`config.mk`:
```
export PLATFORM = sky130hd
export DESIGN_NAME = reset_and_watchdog_control
export DESIGN_NICKNAME = d
export VERILOG_FILES = /design/src/common/rwc_pkg.sv /design/src/rtl/reset_and_watchdog_control.sv
export VERILOG_INCLUDE_DIRS = /design/src /design/src/common
export SDC_FILE = /design/constraint.sdc
export NUM_CORES = 1
export LEC_CHECK = 0
export BUFFER_PORTS_ARGS = -buffer_cell sky130_fd_sc_hd__buf_2
export CORE_UTILIZATION = 35
export CTS_BUF_LIST = sky130_fd_sc_hd__clkbuf_8 sky130_fd_sc_hd__clkbuf_16
export CTS_CLUSTER_SIZE = 14
export DETAILED_ROUTE_END_ITERATION = 16
export PLACE_DENSITY = 0.57
export SLEW_MARGIN = 20
export SYNTH_ARGS = -nofsm -noshare
export SYNTH_HDL_FRONTEND = slang
export SYNTH_HIERARCHICAL = 1
export SYNTH_SLANG_ARGS = --single-unit
```
`constraint.sdc`:
```
create_clock -name pclk -period 3.8 [get_ports pclk]
set_input_delay 0.38 -clock pclk [delete_from_list [all_inputs] [get_ports pclk]]
set_output_delay 0.38 -clock pclk [all_outputs]
set_load 0.005 [all_outputs]
```
`src/common/rwc_defs.svh`:
```
`ifndef RWC_DEFS_SVH
`define RWC_DEFS_SVH

// Clock rates
`define RWC_PCLK_HZ          50000000
`define RWC_WDT_OSC_HZ       128000

// Watchdog period range, the base count is derived from the shortest period
`define RWC_WDT_MIN_MS       16
`define RWC_WDT_MAX_MS       8000
`define RWC_WDT_BASE_TICKS   (`RWC_WDT_OSC_HZ * `RWC_WDT_MIN_MS / 1000)
`define RWC_WDT_CNT_W        21
`define RWC_WDP_MAX          4'h9

// Timed change window, start-up delay counter and disabled brown-out level code
`define RWC_WIN_CYCLES       3'h4
`define RWC_DLY_W            24
`define RWC_BOD_DISABLED     3'h7

// APB byte addresses
`define RWC_ADDR_W           12
`define RWC_ADDR_CAUSE       12'h054
`define RWC_ADDR_WDCS        12'h060

// Watchdog control and status field positions
`define RWC_WDCS_FLAG        7
`define RWC_WDCS_IE          6
`define RWC_WDCS_P3          5
`define RWC_WDCS_CE          4
`define RWC_WDCS_RE          3
`define RWC_WDCS_PLO         2:0

// Reset values
`define RWC_WDP_RESET        4'h0
`define RWC_CAUSE_RESET      5'h00
`define RWC_PIN_SYNC_RESET   5'h02

`endif

```
`src/common/rwc_pkg.sv`:
```
package rwc_pkg;

  // Reset sequencer, one-hot
  typedef enum logic [2:0] {
    SEQ_HOLD  = 3'b001,
    SEQ_DELAY = 3'b010,
    SEQ_RUN   = 3'b100
  } seq_state_t;

  // Fuse straps, a one means programmed
  typedef struct packed {
    logic       watch_always_on_fuse;
    logic       pin_reset_disable_fuse;
    logic [2:0] brownout_level_fuse;
    logic [1:0] startup_time_fuse;
    logic [3:0] clock_source_fuse;
  } fuses_t;

  // Sticky reset cause flags, register bits 4:0
  typedef struct packed {
    logic jtag;
    logic watch;
    logic brownout;
    logic external;
    logic power_on;
  } reset_cause_t;

endpackage

```
`src/rtl/reset_and_watchdog_control.sv`:
```
`timescale 1ns/100ps

`include "rwc_defs.svh"

// Two-stage synchroniser; the first stage feeds only the second
module rwc_sync #(
  parameter int       W       = 1,
  parameter logic [W-1:0] RST_VAL = '0
) (
  input  wire logic         clk,
  input  wire logic         rst_n,
  input  wire logic         en,
  input  wire logic [W-1:0] d,
  output      logic [W-1:0] q
);
  logic [W-1:0] meta;

  always_ff @(posedge clk or negedge rst_n) begin
    if (!rst_n) begin
      meta <= RST_VAL;
      q    <= RST_VAL;
    end else if (en) begin
      meta <= d;
      q    <= meta;
    end
  end
endmodule

module reset_and_watchdog_control #(
  parameter int unsigned STARTUP_BASE_CYCLES = 1024
) (
  input  wire logic                     pclk,
  input  wire logic                     presetn,
  input  wire logic                     ce,
  input  wire logic                     psel,
  input  wire logic                     penable,
  input  wire logic                     pwrite,
  input  wire logic [`RWC_ADDR_W-1:0]   paddr,
  input  wire logic [31:0]              pwdata,
  input  wire logic [3:0]               pstrb,
  output      logic [31:0]              prdata,
  output      logic                     pready,
  output      logic                     pslverr,
  input  wire rwc_pkg::fuses_t          fuses,
  input  wire logic                     power_ok,
  input  wire logic                     reset_pin_n,
  input  wire logic                     brownout_low,
  input  wire logic                     jtag_reset_hold,
  input  wire logic                     watch_osc_clk,
  input  wire logic                     watch_restart,
  input  wire logic                     watch_vector_ack,
  input  wire logic                     comparator_bandgap_select,
  input  wire logic                     converter_enable,
  output      logic                     io_reset_n,
  output      logic                     core_reset_n,
  output      logic                     watch_irq,
  output      logic                     bandgap_enable
);

  rwc_pkg::seq_state_t   seq_state;
  rwc_pkg::fuses_t       fuse_s;
  rwc_pkg::reset_cause_t cause;
  logic [4:0]                 pin_s;
  logic                       src_async;
  logic                       hold_n;
  logic                       bod_en;
  logic                       por_src;
  logic                       ext_src;
  logic                       bor_src;
  logic                       jtag_src;
  logic                       src_sync;
  logic [`RWC_DLY_W-1:0]      dly_cnt;
  logic [`RWC_DLY_W-1:0]      dly_limit;
  logic [2:0]                 dly_shift;
  logic                       osc_d;
  logic                       osc_tick;
  logic [`RWC_WDT_CNT_W-1:0]  wdt_cnt;
  logic [`RWC_WDT_CNT_W-1:0]  wdt_limit;
  logic [3:0]                 watch_prescale_select;
  logic [3:0]                 wdp_eff;
  logic                       watch_reset_enable;
  logic                       watch_irq_enable;
  logic                       watch_irq_flag;
  logic                       re_eff;
  logic                       ie_eff;
  logic                       running;
  logic                       timeout;
  logic                       irq_set;
  logic                       wdt_rst;
  logic                       wdt_pulse;
  logic [2:0]                 win_cnt;
  logic                       win_open;
  logic                       wr_en;
  logic                       wr_wdcs;
  logic                       wr_cause;
  logic [7:0]                 wd;
  logic                       open_seq;
  logic                       apply_seq;

  // Fuses and pins come from outside the clock domain
  rwc_sync #(
    .W       ($bits(rwc_pkg::fuses_t)),
    .RST_VAL ('0)
  ) u_fuse_sync (
    .clk   (pclk),
    .rst_n (presetn),
    .en    (ce),
    .d     (fuses),
    .q     (fuse_s)
  );

  rwc_sync #(
    .W       (5),
    .RST_VAL (`RWC_PIN_SYNC_RESET)
  ) u_pin_sync (
    .clk   (pclk),
    .rst_n (presetn),
    .en    (ce),
    .d     ({watch_osc_clk, jtag_reset_hold, brownout_low, reset_pin_n, power_ok}),
    .q     (pin_s)
  );

  // Raw source combination; acts with no clock running, so it uses raw pins
  assign src_async = ~power_ok
                   | (~reset_pin_n & ~fuses.pin_reset_disable_fuse)
                   | ((fuses.brownout_level_fuse != `RWC_BOD_DISABLED)
                      & brownout_low)
                   | jtag_reset_hold;
  assign hold_n    = presetn & ~src_async;

  // Synchronised view of the same sources, for release and cause flags
  assign bod_en   = (fuse_s.brownout_level_fuse != `RWC_BOD_DISABLED);
  assign por_src  = ~pin_s[0];
  assign ext_src  = ~pin_s[1] & ~fuse_s.pin_reset_disable_fuse;
  assign bor_src  = bod_en & pin_s[2];
  assign jtag_src = pin_s[3];
  assign src_sync = por_src | ext_src | bor_src | jtag_src;

  // Delay length from start-up and clock-source fuses
  assign dly_shift = {1'b0, fuse_s.startup_time_fuse} + {2'b00, fuse_s.clock_source_fuse[0]};
  assign dly_limit = `RWC_DLY_W'(STARTUP_BASE_CYCLES) << dly_shift;

  // Reset sequencer; release waits for the synchronised sources so exit is clean
  always_ff @(posedge pclk or negedge hold_n) begin
    if (!hold_n) begin
      seq_state <= rwc_pkg::SEQ_HOLD;
      dly_cnt   <= '0;
    end else if (ce) begin
      case (seq_state)
        rwc_pkg::SEQ_HOLD: begin
          dly_cnt <= '0;
          if (!src_sync && !wdt_pulse) begin
            seq_state <= rwc_pkg::SEQ_DELAY;
          end
        end
        rwc_pkg::SEQ_DELAY: begin
          if (src_sync || wdt_pulse) begin
            seq_state <= rwc_pkg::SEQ_HOLD;
          end else if (dly_cnt >= dly_limit - `RWC_DLY_W'(1)) begin
            seq_state <= rwc_pkg::SEQ_RUN;
          end else begin
            dly_cnt <= dly_cnt + `RWC_DLY_W'(1);
          end
        end
        rwc_pkg::SEQ_RUN: begin
          if (src_sync || wdt_pulse) begin
            seq_state <= rwc_pkg::SEQ_HOLD;
          end
        end
        default: begin
          seq_state <= rwc_pkg::SEQ_HOLD;
        end
      endcase
    end
  end

  assign running = (seq_state == rwc_pkg::SEQ_RUN);

  // Port and core resets drop at once with any pin source, one clock after the watchdog pulse, release after the delay
  always_ff @(posedge pclk or negedge hold_n) begin
    if (!hold_n) begin
      io_reset_n   <= 1'b0;
      core_reset_n <= 1'b0;
    end else if (ce) begin
      io_reset_n   <= running & ~wdt_pulse & ~src_sync;
      core_reset_n <= running & ~wdt_pulse & ~src_sync;
    end
  end

  // Watchdog oscillator edge detect on the synchronised copy
  always_ff @(posedge pclk or negedge presetn) begin
    if (!presetn) begin
      osc_d <= 1'b0;
    end else if (ce) begin
      osc_d <= pin_s[4];
    end
  end

  assign osc_tick = pin_s[4] & ~osc_d;

  // Mode decode; the fuse overrides both enable bits
  assign re_eff  = fuse_s.watch_always_on_fuse | watch_reset_enable;
  assign ie_eff  = ~fuse_s.watch_always_on_fuse & watch_irq_enable;
  assign wdp_eff = (watch_prescale_select > `RWC_WDP_MAX) ? `RWC_WDP_MAX : watch_prescale_select;
  assign wdt_limit = `RWC_WDT_CNT_W'(`RWC_WDT_BASE_TICKS) << wdp_eff;

  // Reserved prescaler codes are clamped to the longest period
  assign timeout = running & (re_eff | ie_eff) & osc_tick
                 & (wdt_cnt >= wdt_limit - `RWC_WDT_CNT_W'(1));
  // Combined mode: a pending flag means the switch to reset mode has happened
  assign irq_set = timeout & ie_eff & (~re_eff | ~watch_irq_flag);
  assign wdt_rst = timeout & re_eff & (~ie_eff | watch_irq_flag);

  // Watchdog counter; no sleep input gates it, so sleep cannot stop it
  always_ff @(posedge pclk or negedge presetn) begin
    if (!presetn) begin
      wdt_cnt <= '0;
    end else if (ce) begin
      if (!running || watch_restart || timeout) begin
        wdt_cnt <= '0;
      end else if (osc_tick && (re_eff || ie_eff)) begin
        wdt_cnt <= wdt_cnt + `RWC_WDT_CNT_W'(1);
      end
    end
  end

  // One-cycle system reset pulse on expiry in reset mode
  always_ff @(posedge pclk or negedge presetn) begin
    if (!presetn) begin
      wdt_pulse <= 1'b0;
    end else if (ce) begin
      wdt_pulse <= wdt_rst;
    end
  end

  // APB decode; writes take effect on the access edge only
  assign wr_en    = psel & penable & pready & pwrite & pstrb[0];
  assign wr_wdcs  = wr_en & (paddr == `RWC_ADDR_WDCS);
  assign wr_cause = wr_en & (paddr == `RWC_ADDR_CAUSE);
  assign wd       = pwdata[7:0];
  assign win_open = (win_cnt != 3'h0);
  assign open_seq  = wr_wdcs & wd[`RWC_WDCS_CE] & wd[`RWC_WDCS_RE];
  assign apply_seq = wr_wdcs & ~wd[`RWC_WDCS_CE] & win_open;

  // Change window counts down four cycles from the opening write
  always_ff @(posedge pclk or negedge presetn) begin
    if (!presetn) begin
      win_cnt <= 3'h0;
    end else if (ce) begin
      if (!running || apply_seq) begin
        win_cnt <= 3'h0;
      end else if (open_seq) begin
        win_cnt <= `RWC_WIN_CYCLES;
      end else if (win_open) begin
        win_cnt <= win_cnt - 3'h1;
      end
    end
  end

  // Protected settings; setting the reset enable needs no window
  always_ff @(posedge pclk or negedge presetn) begin
    if (!presetn) begin
      watch_reset_enable <= 1'b0;
      watch_prescale_select <= `RWC_WDP_RESET;
    end else if (ce) begin
      if (!running) begin
        watch_reset_enable <= 1'b0;
        watch_prescale_select <= `RWC_WDP_RESET;
      end else if (apply_seq) begin
        watch_reset_enable <= wd[`RWC_WDCS_RE];
        watch_prescale_select <= {wd[`RWC_WDCS_P3], wd[`RWC_WDCS_PLO]};
      end else if (wr_wdcs && wd[`RWC_WDCS_RE]) begin
        watch_reset_enable <= 1'b1;
      end
    end
  end

  // Interrupt enable is unprotected; the vector drops it in combined mode
  always_ff @(posedge pclk or negedge presetn) begin
    if (!presetn) begin
      watch_irq_enable <= 1'b0;
    end else if (ce) begin
      if (!running) begin
        watch_irq_enable <= 1'b0;
      end else if (watch_vector_ack && re_eff) begin
        watch_irq_enable <= 1'b0;
      end else if (wr_wdcs) begin
        watch_irq_enable <= wd[`RWC_WDCS_IE];
      end
    end
  end

  // Interrupt flag; a new expiry wins over a clear in the same cycle
  always_ff @(posedge pclk or negedge presetn) begin
    if (!presetn) begin
      watch_irq_flag <= 1'b0;
    end else if (ce) begin
      if (irq_set) begin
        watch_irq_flag <= 1'b1;
      end else if (!running || watch_vector_ack || (wr_wdcs && wd[`RWC_WDCS_FLAG])) begin
        watch_irq_flag <= 1'b0;
      end
    end
  end

  // Cause flags survive every reset except the bus reset; a power-on source also clears the other four
  always_ff @(posedge pclk or negedge presetn) begin
    if (!presetn) begin
      cause <= `RWC_CAUSE_RESET;
    end else if (ce) begin
      cause.power_on <= por_src | (cause.power_on & ~(wr_cause & ~wd[0]));
      cause.external <= ext_src | (cause.external & ~(wr_cause & ~wd[1]) & ~por_src);
      cause.brownout <= bor_src | (cause.brownout & ~(wr_cause & ~wd[2]) & ~por_src);
      cause.watch    <= wdt_pulse | (cause.watch & ~(wr_cause & ~wd[3]) & ~por_src);
      cause.jtag     <= jtag_src | (cause.jtag & ~(wr_cause & ~wd[4]) & ~por_src);
    end
  end

  // Zero-wait slave: ready rises in the first access cycle
  always_ff @(posedge pclk or negedge presetn) begin
    if (!presetn) begin
      pready  <= 1'b0;
      pslverr <= 1'b0;
      prdata  <= 32'h0000_0000;
    end else if (ce) begin
      pready  <= psel & ~penable & ~pready;
      pslverr <= psel & ~penable & (paddr != `RWC_ADDR_WDCS) & (paddr != `RWC_ADDR_CAUSE);
      if (psel && !penable && !pwrite && paddr == `RWC_ADDR_WDCS) begin
        prdata <= {24'h00_0000, watch_irq_flag, ie_eff, watch_prescale_select[3], win_open, re_eff, watch_prescale_select[2:0]};
      end else if (psel && !penable && !pwrite && paddr == `RWC_ADDR_CAUSE) begin
        prdata <= {27'h000_0000, cause};
      end else begin
        prdata <= 32'h0000_0000;
      end
    end
  end

  // Request and reference outputs, registered
  always_ff @(posedge pclk or negedge presetn) begin
    if (!presetn) begin
      watch_irq      <= 1'b0;
      bandgap_enable <= 1'b0;
    end else if (ce) begin
      watch_irq      <= watch_irq_flag & ie_eff;
      bandgap_enable <= bod_en | comparator_bandgap_select | converter_enable;
    end
  end

  // Software keeps interrupts masked around the opening and applying writes

endmodule

```
; Word-level counts from Yosys, hierarchy flattened
; Cells that the tools add are included.
[classes]
order_cmp = 3
n_addsub = 6
n_eq_ne = 17
mux = 26
reduce_logical = 34
n_bitwise = 88
n_shift = 2
[op_table]
columns = cell, count
row1 = 2-to-1 mux 24 bit, 2
row2 = case mux 24 bit (2 select lines), 1
row3 = AND 1 bit, 45
row4 = 2-to-1 mux 21 bit, 2
row5 = NOT 1 bit, 26
row6 = adder 24 x 1 -> 24 bit (second input constant), 1
row7 = equality test 12 x 7 -> 1 bit (second input constant), 2
row8 = >= comparator 24 bit, 1
row9 = inequality test 12 x 7 -> 1 bit (second input constant), 2
row10 = left shift 11 x 3 -> 24 bit (first input constant), 1
row11 = subtractor 24 x 1 -> 24 bit (second input constant), 1
row12 = adder 21 x 1 -> 21 bit (second input constant), 1
row13 = >= comparator 21 bit, 1
row14 = 2-to-1 mux 3 bit, 7
row15 = left shift 12 x 4 -> 21 bit (first input constant), 1
row16 = subtractor 21 x 1 -> 21 bit (second input constant), 1
row17 = OR 1 bit, 17
row18 = 2-to-1 mux 4 bit, 3
row19 = AND reduction 2 bit, 6
row20 = logical AND 1 bit, 9
row21 = inequality test 3 bit (second input constant), 3
row22 = case mux 3 bit (3 select lines), 1
row23 = 2-to-1 mux 1 bit, 8
row24 = 2-to-1 mux 8 bit, 1
row25 = 15 further kinds, 33
[totals]
reg_bits = 134
input_bits = 74
word_cells = 201

; Logic depth before layout (Yosys ltp)
; Gate-level depths: netlist of the first run.
[logic_depth]
ltp_word = 10
depth_mapped = 14
mapped_depth_nobuf = 12

; Modules after synthesis
; Netlist of the first run, hierarchy kept.
[by_module_without_submodules]
columns = module, instances, area_each_um2, cells_each
row1 = reset_and_watchdog_control, 1, 4878.4, 546
row2 = rwc_sync (u_fuse_sync), 1, 820.8, 46
row3 = rwc_sync (u_pin_sync), 1, 414.1, 21

; Worst setup path after synthesis of the first run
; OpenSTA, ideal clock, no wires.
[synth_timing]
path_type = register -> register
startpoint = reg u_fuse_sync.q[0]
endpoint = reg dly_cnt[12]
path_stages_with_launch = 13
arrival_time_ns = 3.091
setup_slack_ns = 0.576
path_buffers = 1
cell_sequence = dfrtp_1 ha_1 ha_1 or3_1 ha_1 xor2_1 ha_1 nand2_1 o211ai_1 a2111oi_4 o21a_4 buf_8 a31oi_1
[synth_between]
elab_chain_cells = 6
[synth_rtl]
columns = item, line
row1 = from (decl), reset_and_watchdog_control.sv:14  ; output logic [W-1:0] q
row2 = from (signal assigned), reset_and_watchdog_control.sv:24  ; q <= meta;
row3 = adder 2 x 1 -> 3 bit, reset_and_watchdog_control.sv:140  ; assign dly_shift = {1'b0, fuse_s.startup_time_fuse} + {2'b00, fuse_s.clock_source_fuse[0]};
row4 = left shift 11 x 3 -> 24 bit (no source line), --
row5 = subtractor 24 x 1 -> 24 bit, reset_and_watchdog_control.sv:159  ; end else if (dly_cnt >= dly_limit - `RWC_DLY_W'(1)) begin
row6 = >= comparator 24 bit, reset_and_watchdog_control.sv:159
row7 = inequality test 2 bit (no source line), --
row8 = AND reduction 4 bit (no source line), --
row9 = to (signal assigned), reset_and_watchdog_control.sv:162  ; dly_cnt <= dly_cnt + `RWC_DLY_W'(1);
row10 = to (decl), reset_and_watchdog_control.sv:72  ; logic [`RWC_DLY_W-1:0] dly_cnt;
; Every way passes these cells.
; A chain may end at the register's enable or synchronous reset.

; Final worst setup path of the first run
[layout_timing]
startpoint = reg u_fuse_sync.q[0]
endpoint = reg dly_cnt[16]
; The elaborated chain is that of the path after synthesis.

==> results.toml, run 1 <==
[status]
run_status = "finished clean"

[clocking]
cts.sinks = 104
cts_tree = "built"
post_cts_resized = 0
htree_levels = 3
root_buffer = "clkbuf_16"
numCtsBuffers = 9
clockBufferDepth = 2
clk_pin_slew_ns = 0.07
clock_latency_ns = 0.36

[die]
die_w_um = 132
core-area_um2 = 16500
initial_core_util_pct = 35.7
num_rows = 47
ios = 112
fp.dieH_um = 132
dieArea_um2 = 17400

[sta]
fin_worst_hold_slack_ns = 0.209
worst_clock_skew_ns = 0.0119
fmax_mhz = 286
slew_headroom_pct = 38.2
fin_crit_ns = 3.50
slew_viol_final = 0
rsz0062_at_grt = "false"
hold_violations = 0
fin_setup_tns_ns = 0
final.period_utilization_pct = 92.1
tightestPinTransition_ns = 0.920
setup_viol = 0

[finish]
final_cells = 885
design_area_um2 = 6660
antenna_cells = 0
drive_above_1_share_pct = 19.2
fin_nets = 756
final_util_pct = 40.3
syn_to_final_growth_pct = 12.9

[place]
place_area_um2 = 6320
io_buffers = 57
dp_hpwl_um = 9100
placed_cells = 868
place_congestion = 0.792

[worst_setup_path]
worstSetupEndpointType = "register"
path_max_fanout = 10
r2r-start = "u_fuse_sync/q[0]"
required_ns = 4.01
cp.arrival_ns = 3.71
startpoint = "u_fuse_sync/q[0]"
worstSetupStartpointType = "register"
path_class = "reg -> reg"

[detailed_routing]
drc = 0
ant_nets = 0
vias = 4574
post_drt_wl_per_cell_um = 14.4
vias_per_cell = 5.17
wirelength_um = 12700
drtIter0Drc = 282
first_pass_iters = 4

[power_and_ir_drop]
p_per_area_nw_per_um2 = 389
peakVddDrop_mv = 0.266
cellLeakagePower_nw = 2.85

[synthesis]
synth_warnings = 6
syn_avg_cell_area_um2 = 9.81
netlist_instances = 601
syn_area_um2 = 5900

[global_route]
grt_pass1_wl_um = 21500
antenna_found_initial = 0
grt-ovfl-total = 0
grt_pass1_vias = 4430
grt_use_total_pct = 15.4
grt_max_degree = 56

[flow_run]
cap_violations = 0

[min_path]
hold_path_class = "in -> async"
## metrics by stage
stage / setup WS, ns / power, mW
after detailed placement: 0.299 / 1.58
after CTS: 0.289 / 2.63
after floorplan: 0.576 / 1.49
after global placement: 0.346 / 1.57
final: 0.301 / 2.59
after global routing: 0.103 / 2.72
## state kept, by name, summed over array words and instances, names as in the netlist, 3 cells and up
register / count
cause: 5
win_cnt: 3
u_pin_sync/meta: 5
u_fuse_sync/meta: 8
u_pin_sync/q: 5
wdt_cnt: 21
seq_state: 3
u_fuse_sync/q: 8
watch_prescale_select: 4
prdata: 8
dly_cnt: 24
## where the power goes
part	internal (mW)	switching [mW]	total, mW	leakage [nW]
sequential	1.17	0.0547	1.23	1.35
combinational	0.146	0.190	0.336	1.33
clock	0.600	0.429	1.03	0.165
## worst max-delay path, cell delays in order, from the launching register on
cell	delay (ns)
dfrtp_1	0.39
ha_1	0.20
ha_1	0.29
or3_1	0.40
ha_1	0.20
xor2_1	0.16
ha_1	0.27
nand2_1	0.12
o211ai_1	0.20
a2111o_1	0.52
a211oi_4	0.53
a21oi_1	0.09
## final timing paths
path                                      end  slack [ns]  cells after the start
max reg2reg                       dly_cnt[16]        0.30                     11
min                               dly_cnt[13]        0.21                      3
max in group asynchronous        seq_state[0]        2.33                      5
max                               dly_cnt[16]        0.30                     11
min reg2reg                             osc_d        0.50                      1
min in group pclk          u_pin_sync/meta[4]        0.26                      2
## area by class of cell
type	instances	area, µm²
fillers	1646	9870
clock buffers	10	239
flip-flops and latches	104	2610
repair buffers	68	373
well taps	220	275
multi-input cells	442	2940
inverters	35	131
clock inverters	6	90.1
## cell usage in the layout (no fill, tap or decap), drive strengths merged, types with 3 or more instances in the layout
master	count
o31ai	4
mux2	28
a21o	3
a21boi	3
xor2	7
ha	22
or2	3
or3	15
nor3b	3
nor4	6
nand4	17
a21oi	34
nand2b	7
nor2	38
nand3	29
and3	12
dfrtp	101
o211ai	6
a31oi	21
mux2i	6
clkbuf	10
clkinv	3
nand2	44
a211oi	5
and4	6
or2b	3
a221oi	5
nor3	13
conb	25
buf	67
and2	5
o21ai	34
nor2b	3
inv	36
dfstp	3
## timing repair
item | in CTS | in global routing
buffers inserted | 0 | 0
hold buffers | 1 | 0
endpoints found under the hold margin | 19 | 0
## layer usage
metal | track usage (%) | vias up | share of wire [%]
met5 | 0 | - | 0
met4 | 4.59 | 0 | 1.0
met3 | 4.00 | 9 | 4.5
met2 | 24.0 | 121 | 44
met1 | 20.9 | 2176 | 50
li1 | - | 2268 | -
Power figures use the tool's default switching activity.
==> run 2, diff against run 1 <==
Clock period 3.8 ns to 3.7 ns, I/O delays scaled along.
==> run 2 against run 1 <==
  * Cell area decreased by 1.2%
  * Die area did not move
  * First-iteration DRC count fell by 10%
  * Combinational power rose by 2%
  * Worst setup slack got worse by 0.13 ns
  * Final cell count is 0.34% lower
  * Largest power group unchanged
  * Count of clock-buffer cells in the layout unchanged
  * Utilization shrank 0.47 points
==> results.toml, run 2 (same netlist as run 1, synthesis figures left out) <==
[worst_setup_path]
cp.arrival_ns = 3.73
path_max_fanout = 10
required_ns = 3.90
rr_worst_depth = 11
path_class = "reg -> reg"
worstSetupEndpointType = "register"
worstSetupStartpointType = "register"

[sta]
tightestPinTransition_ns = 0.878
slew_headroom_pct = 41.0
worst_clock_skew_ns = 0.0124
fin_setup_tns_ns = 0
setup_viol = 0
fmax_mhz = 283
fin_crit_ns = 3.53
slew_viol_final = 0
hold_violations = 0
rsz0062_at_grt = "false"
final.period_utilization_pct = 95.4

[finish]
syn_to_final_growth_pct = 11.6
multi_input_area_um2 = 2940
final_util_pct = 39.8
layout_common_cells = "dfrtp_1 (101), buf_2 (56), nand2_1 (44), nor2_1 (38), inv_1 (35)"
final_common_cell = "dfrtp_1"
largest_register = "dly_cnt"
fin_nets = 753
largest_register_ffs = 24
final_cells = 882
drive_above_1_share_pct = 18.7
register_area_um2 = 2610
fillers = 1671
antenna_cells = 0
reg_top3 = "dly_cnt x24, wdt_cnt x21"

[detailed_routing]
ant_nets = 0
drtIter0Drc = 253
vias = 4619
vias_per_cell = 5.24
first_pass_iters = 4
drc = 0
post_drt_wl_per_cell_um = 14.5
wirelength_um = 12800

[power_and_ir_drop]
cellLeakagePower_nw = 2.81
p_per_area_nw_per_um2 = 381
peakVddDrop_mv = 0.260
p_total_mw = 2.51

[die]
initial_core_util_pct = 35.7
dieArea_um2 = 17400
die_w_um = 132
num_rows = 47
ios = 112
core-area_um2 = 16500
fp.dieH_um = 132

[clocking]
clk_pin_slew_ns = 0.08
root_buffer = "clkbuf_16"
clockBufferDepth = 2
numCtsBuffers = 9
htree_levels = 3
clock_latency_ns = 0.35
cts_tree = "built"
cts.sinks = 104

[place]
io_buffers = 57
placed_cells = 865
place_congestion = 0.806
dp_hpwl_um = 9090

[global_route]
grt-ovfl-total = 0
grt_pass1_wl_um = 21500
grt_pass1_vias = 4306
grt_use_total_pct = 15.3
antenna_found_initial = 0
grt_max_degree = 76

[min_path]
hold_path_class = "in -> async"

[flow_run]
cap_violations = 0

[status]
run_status = "finished clean"
-- run 2: cell types whose count changed in the layout (fill, tap and decap cells not counted) --
cell and change:
clkinvlp_4 +1, inv_8 -1, buf_4 -3, inv_1 +1
clkinv_2 +1, bufinv_16 -2
-- run 2: path summary, 6_finish.rpt --
path / start / to / slack, ns
min reg2reg: osc_d / osc_d / 0.50
max: u_fuse_sync/q[0] / dly_cnt[18] / 0.17
min in group pclk: watch_osc_clk / u_pin_sync/meta[4] / 0.25
min: brownout_low / dly_cnt[12] / 0.18
max reg2reg: u_fuse_sync/q[0] / dly_cnt[18] / 0.17
max in group asynchronous: presetn / pslverr / 2.25
-- run 2: timing repair --
item / in CTS / in global routing
hold buffers: 1 / 0
buffers inserted: 0 / 0
resized for setup: 0 / 0
hold endpoints to repair: 17 / 0
setup endpoints to repair: 0 / 0
-- run 2: critical path, stage by stage, from the launching register on --
cell	delay, ns
dfrtp_1	0.38
ha_1	0.20
ha_1	0.30
or3_1	0.40
ha_1	0.20
xor2_1	0.16
ha_1	0.27
nand2_1	0.12
o211ai_1	0.20
a2111o_1	0.53
a211oi_4	0.54
a211oi_1	0.09
-- run 2: area by class of cell --
type,count,share of cell area [%]
inverters,35,2.00
well taps,220,4.18
multi-input cells,442,44.7
clock inverters,6,0.532
flip-flops and latches,104,39.6
clock buffers,10,3.63
repair buffers,65,5.32
-- run 2: per-layer routing --
layer,track usage [%],share of wire [%]
met3,4.08,5.0
met4,3.81,0.91
met2,23.5,44
met5,0,0
met1,21.2,50
-- run 2: power by group --
group / internal [mW] / total, mW / switching, mW / leakage, nW
combinational: 0.150 / 0.344 / 0.194 / 1.32
sequential: 1.20 / 1.26 / 0.0579 / 1.35
clock: 0.472 / 0.901 / 0.429 / 0.140
-- run 2: per-stage QoR --
| stage | setup slack, ns | hold WS (ns) | area, µm² |
|---|---|---|---|
| 2_1_floorplan | 0.476 | 0.0744 | 5980 |
| 6_report | 0.171 | 0.184 | 6580 |
| 3_5_place_dp | 0.172 | 0.271 | 6300 |
| 3_3_place_gp | 0.247 | 0.266 | 6300 |
| 4_1_cts | 0.164 | 0.200 | 6580 |
| 5_1_grt | 0.00364 | 0.225 | 6580 |
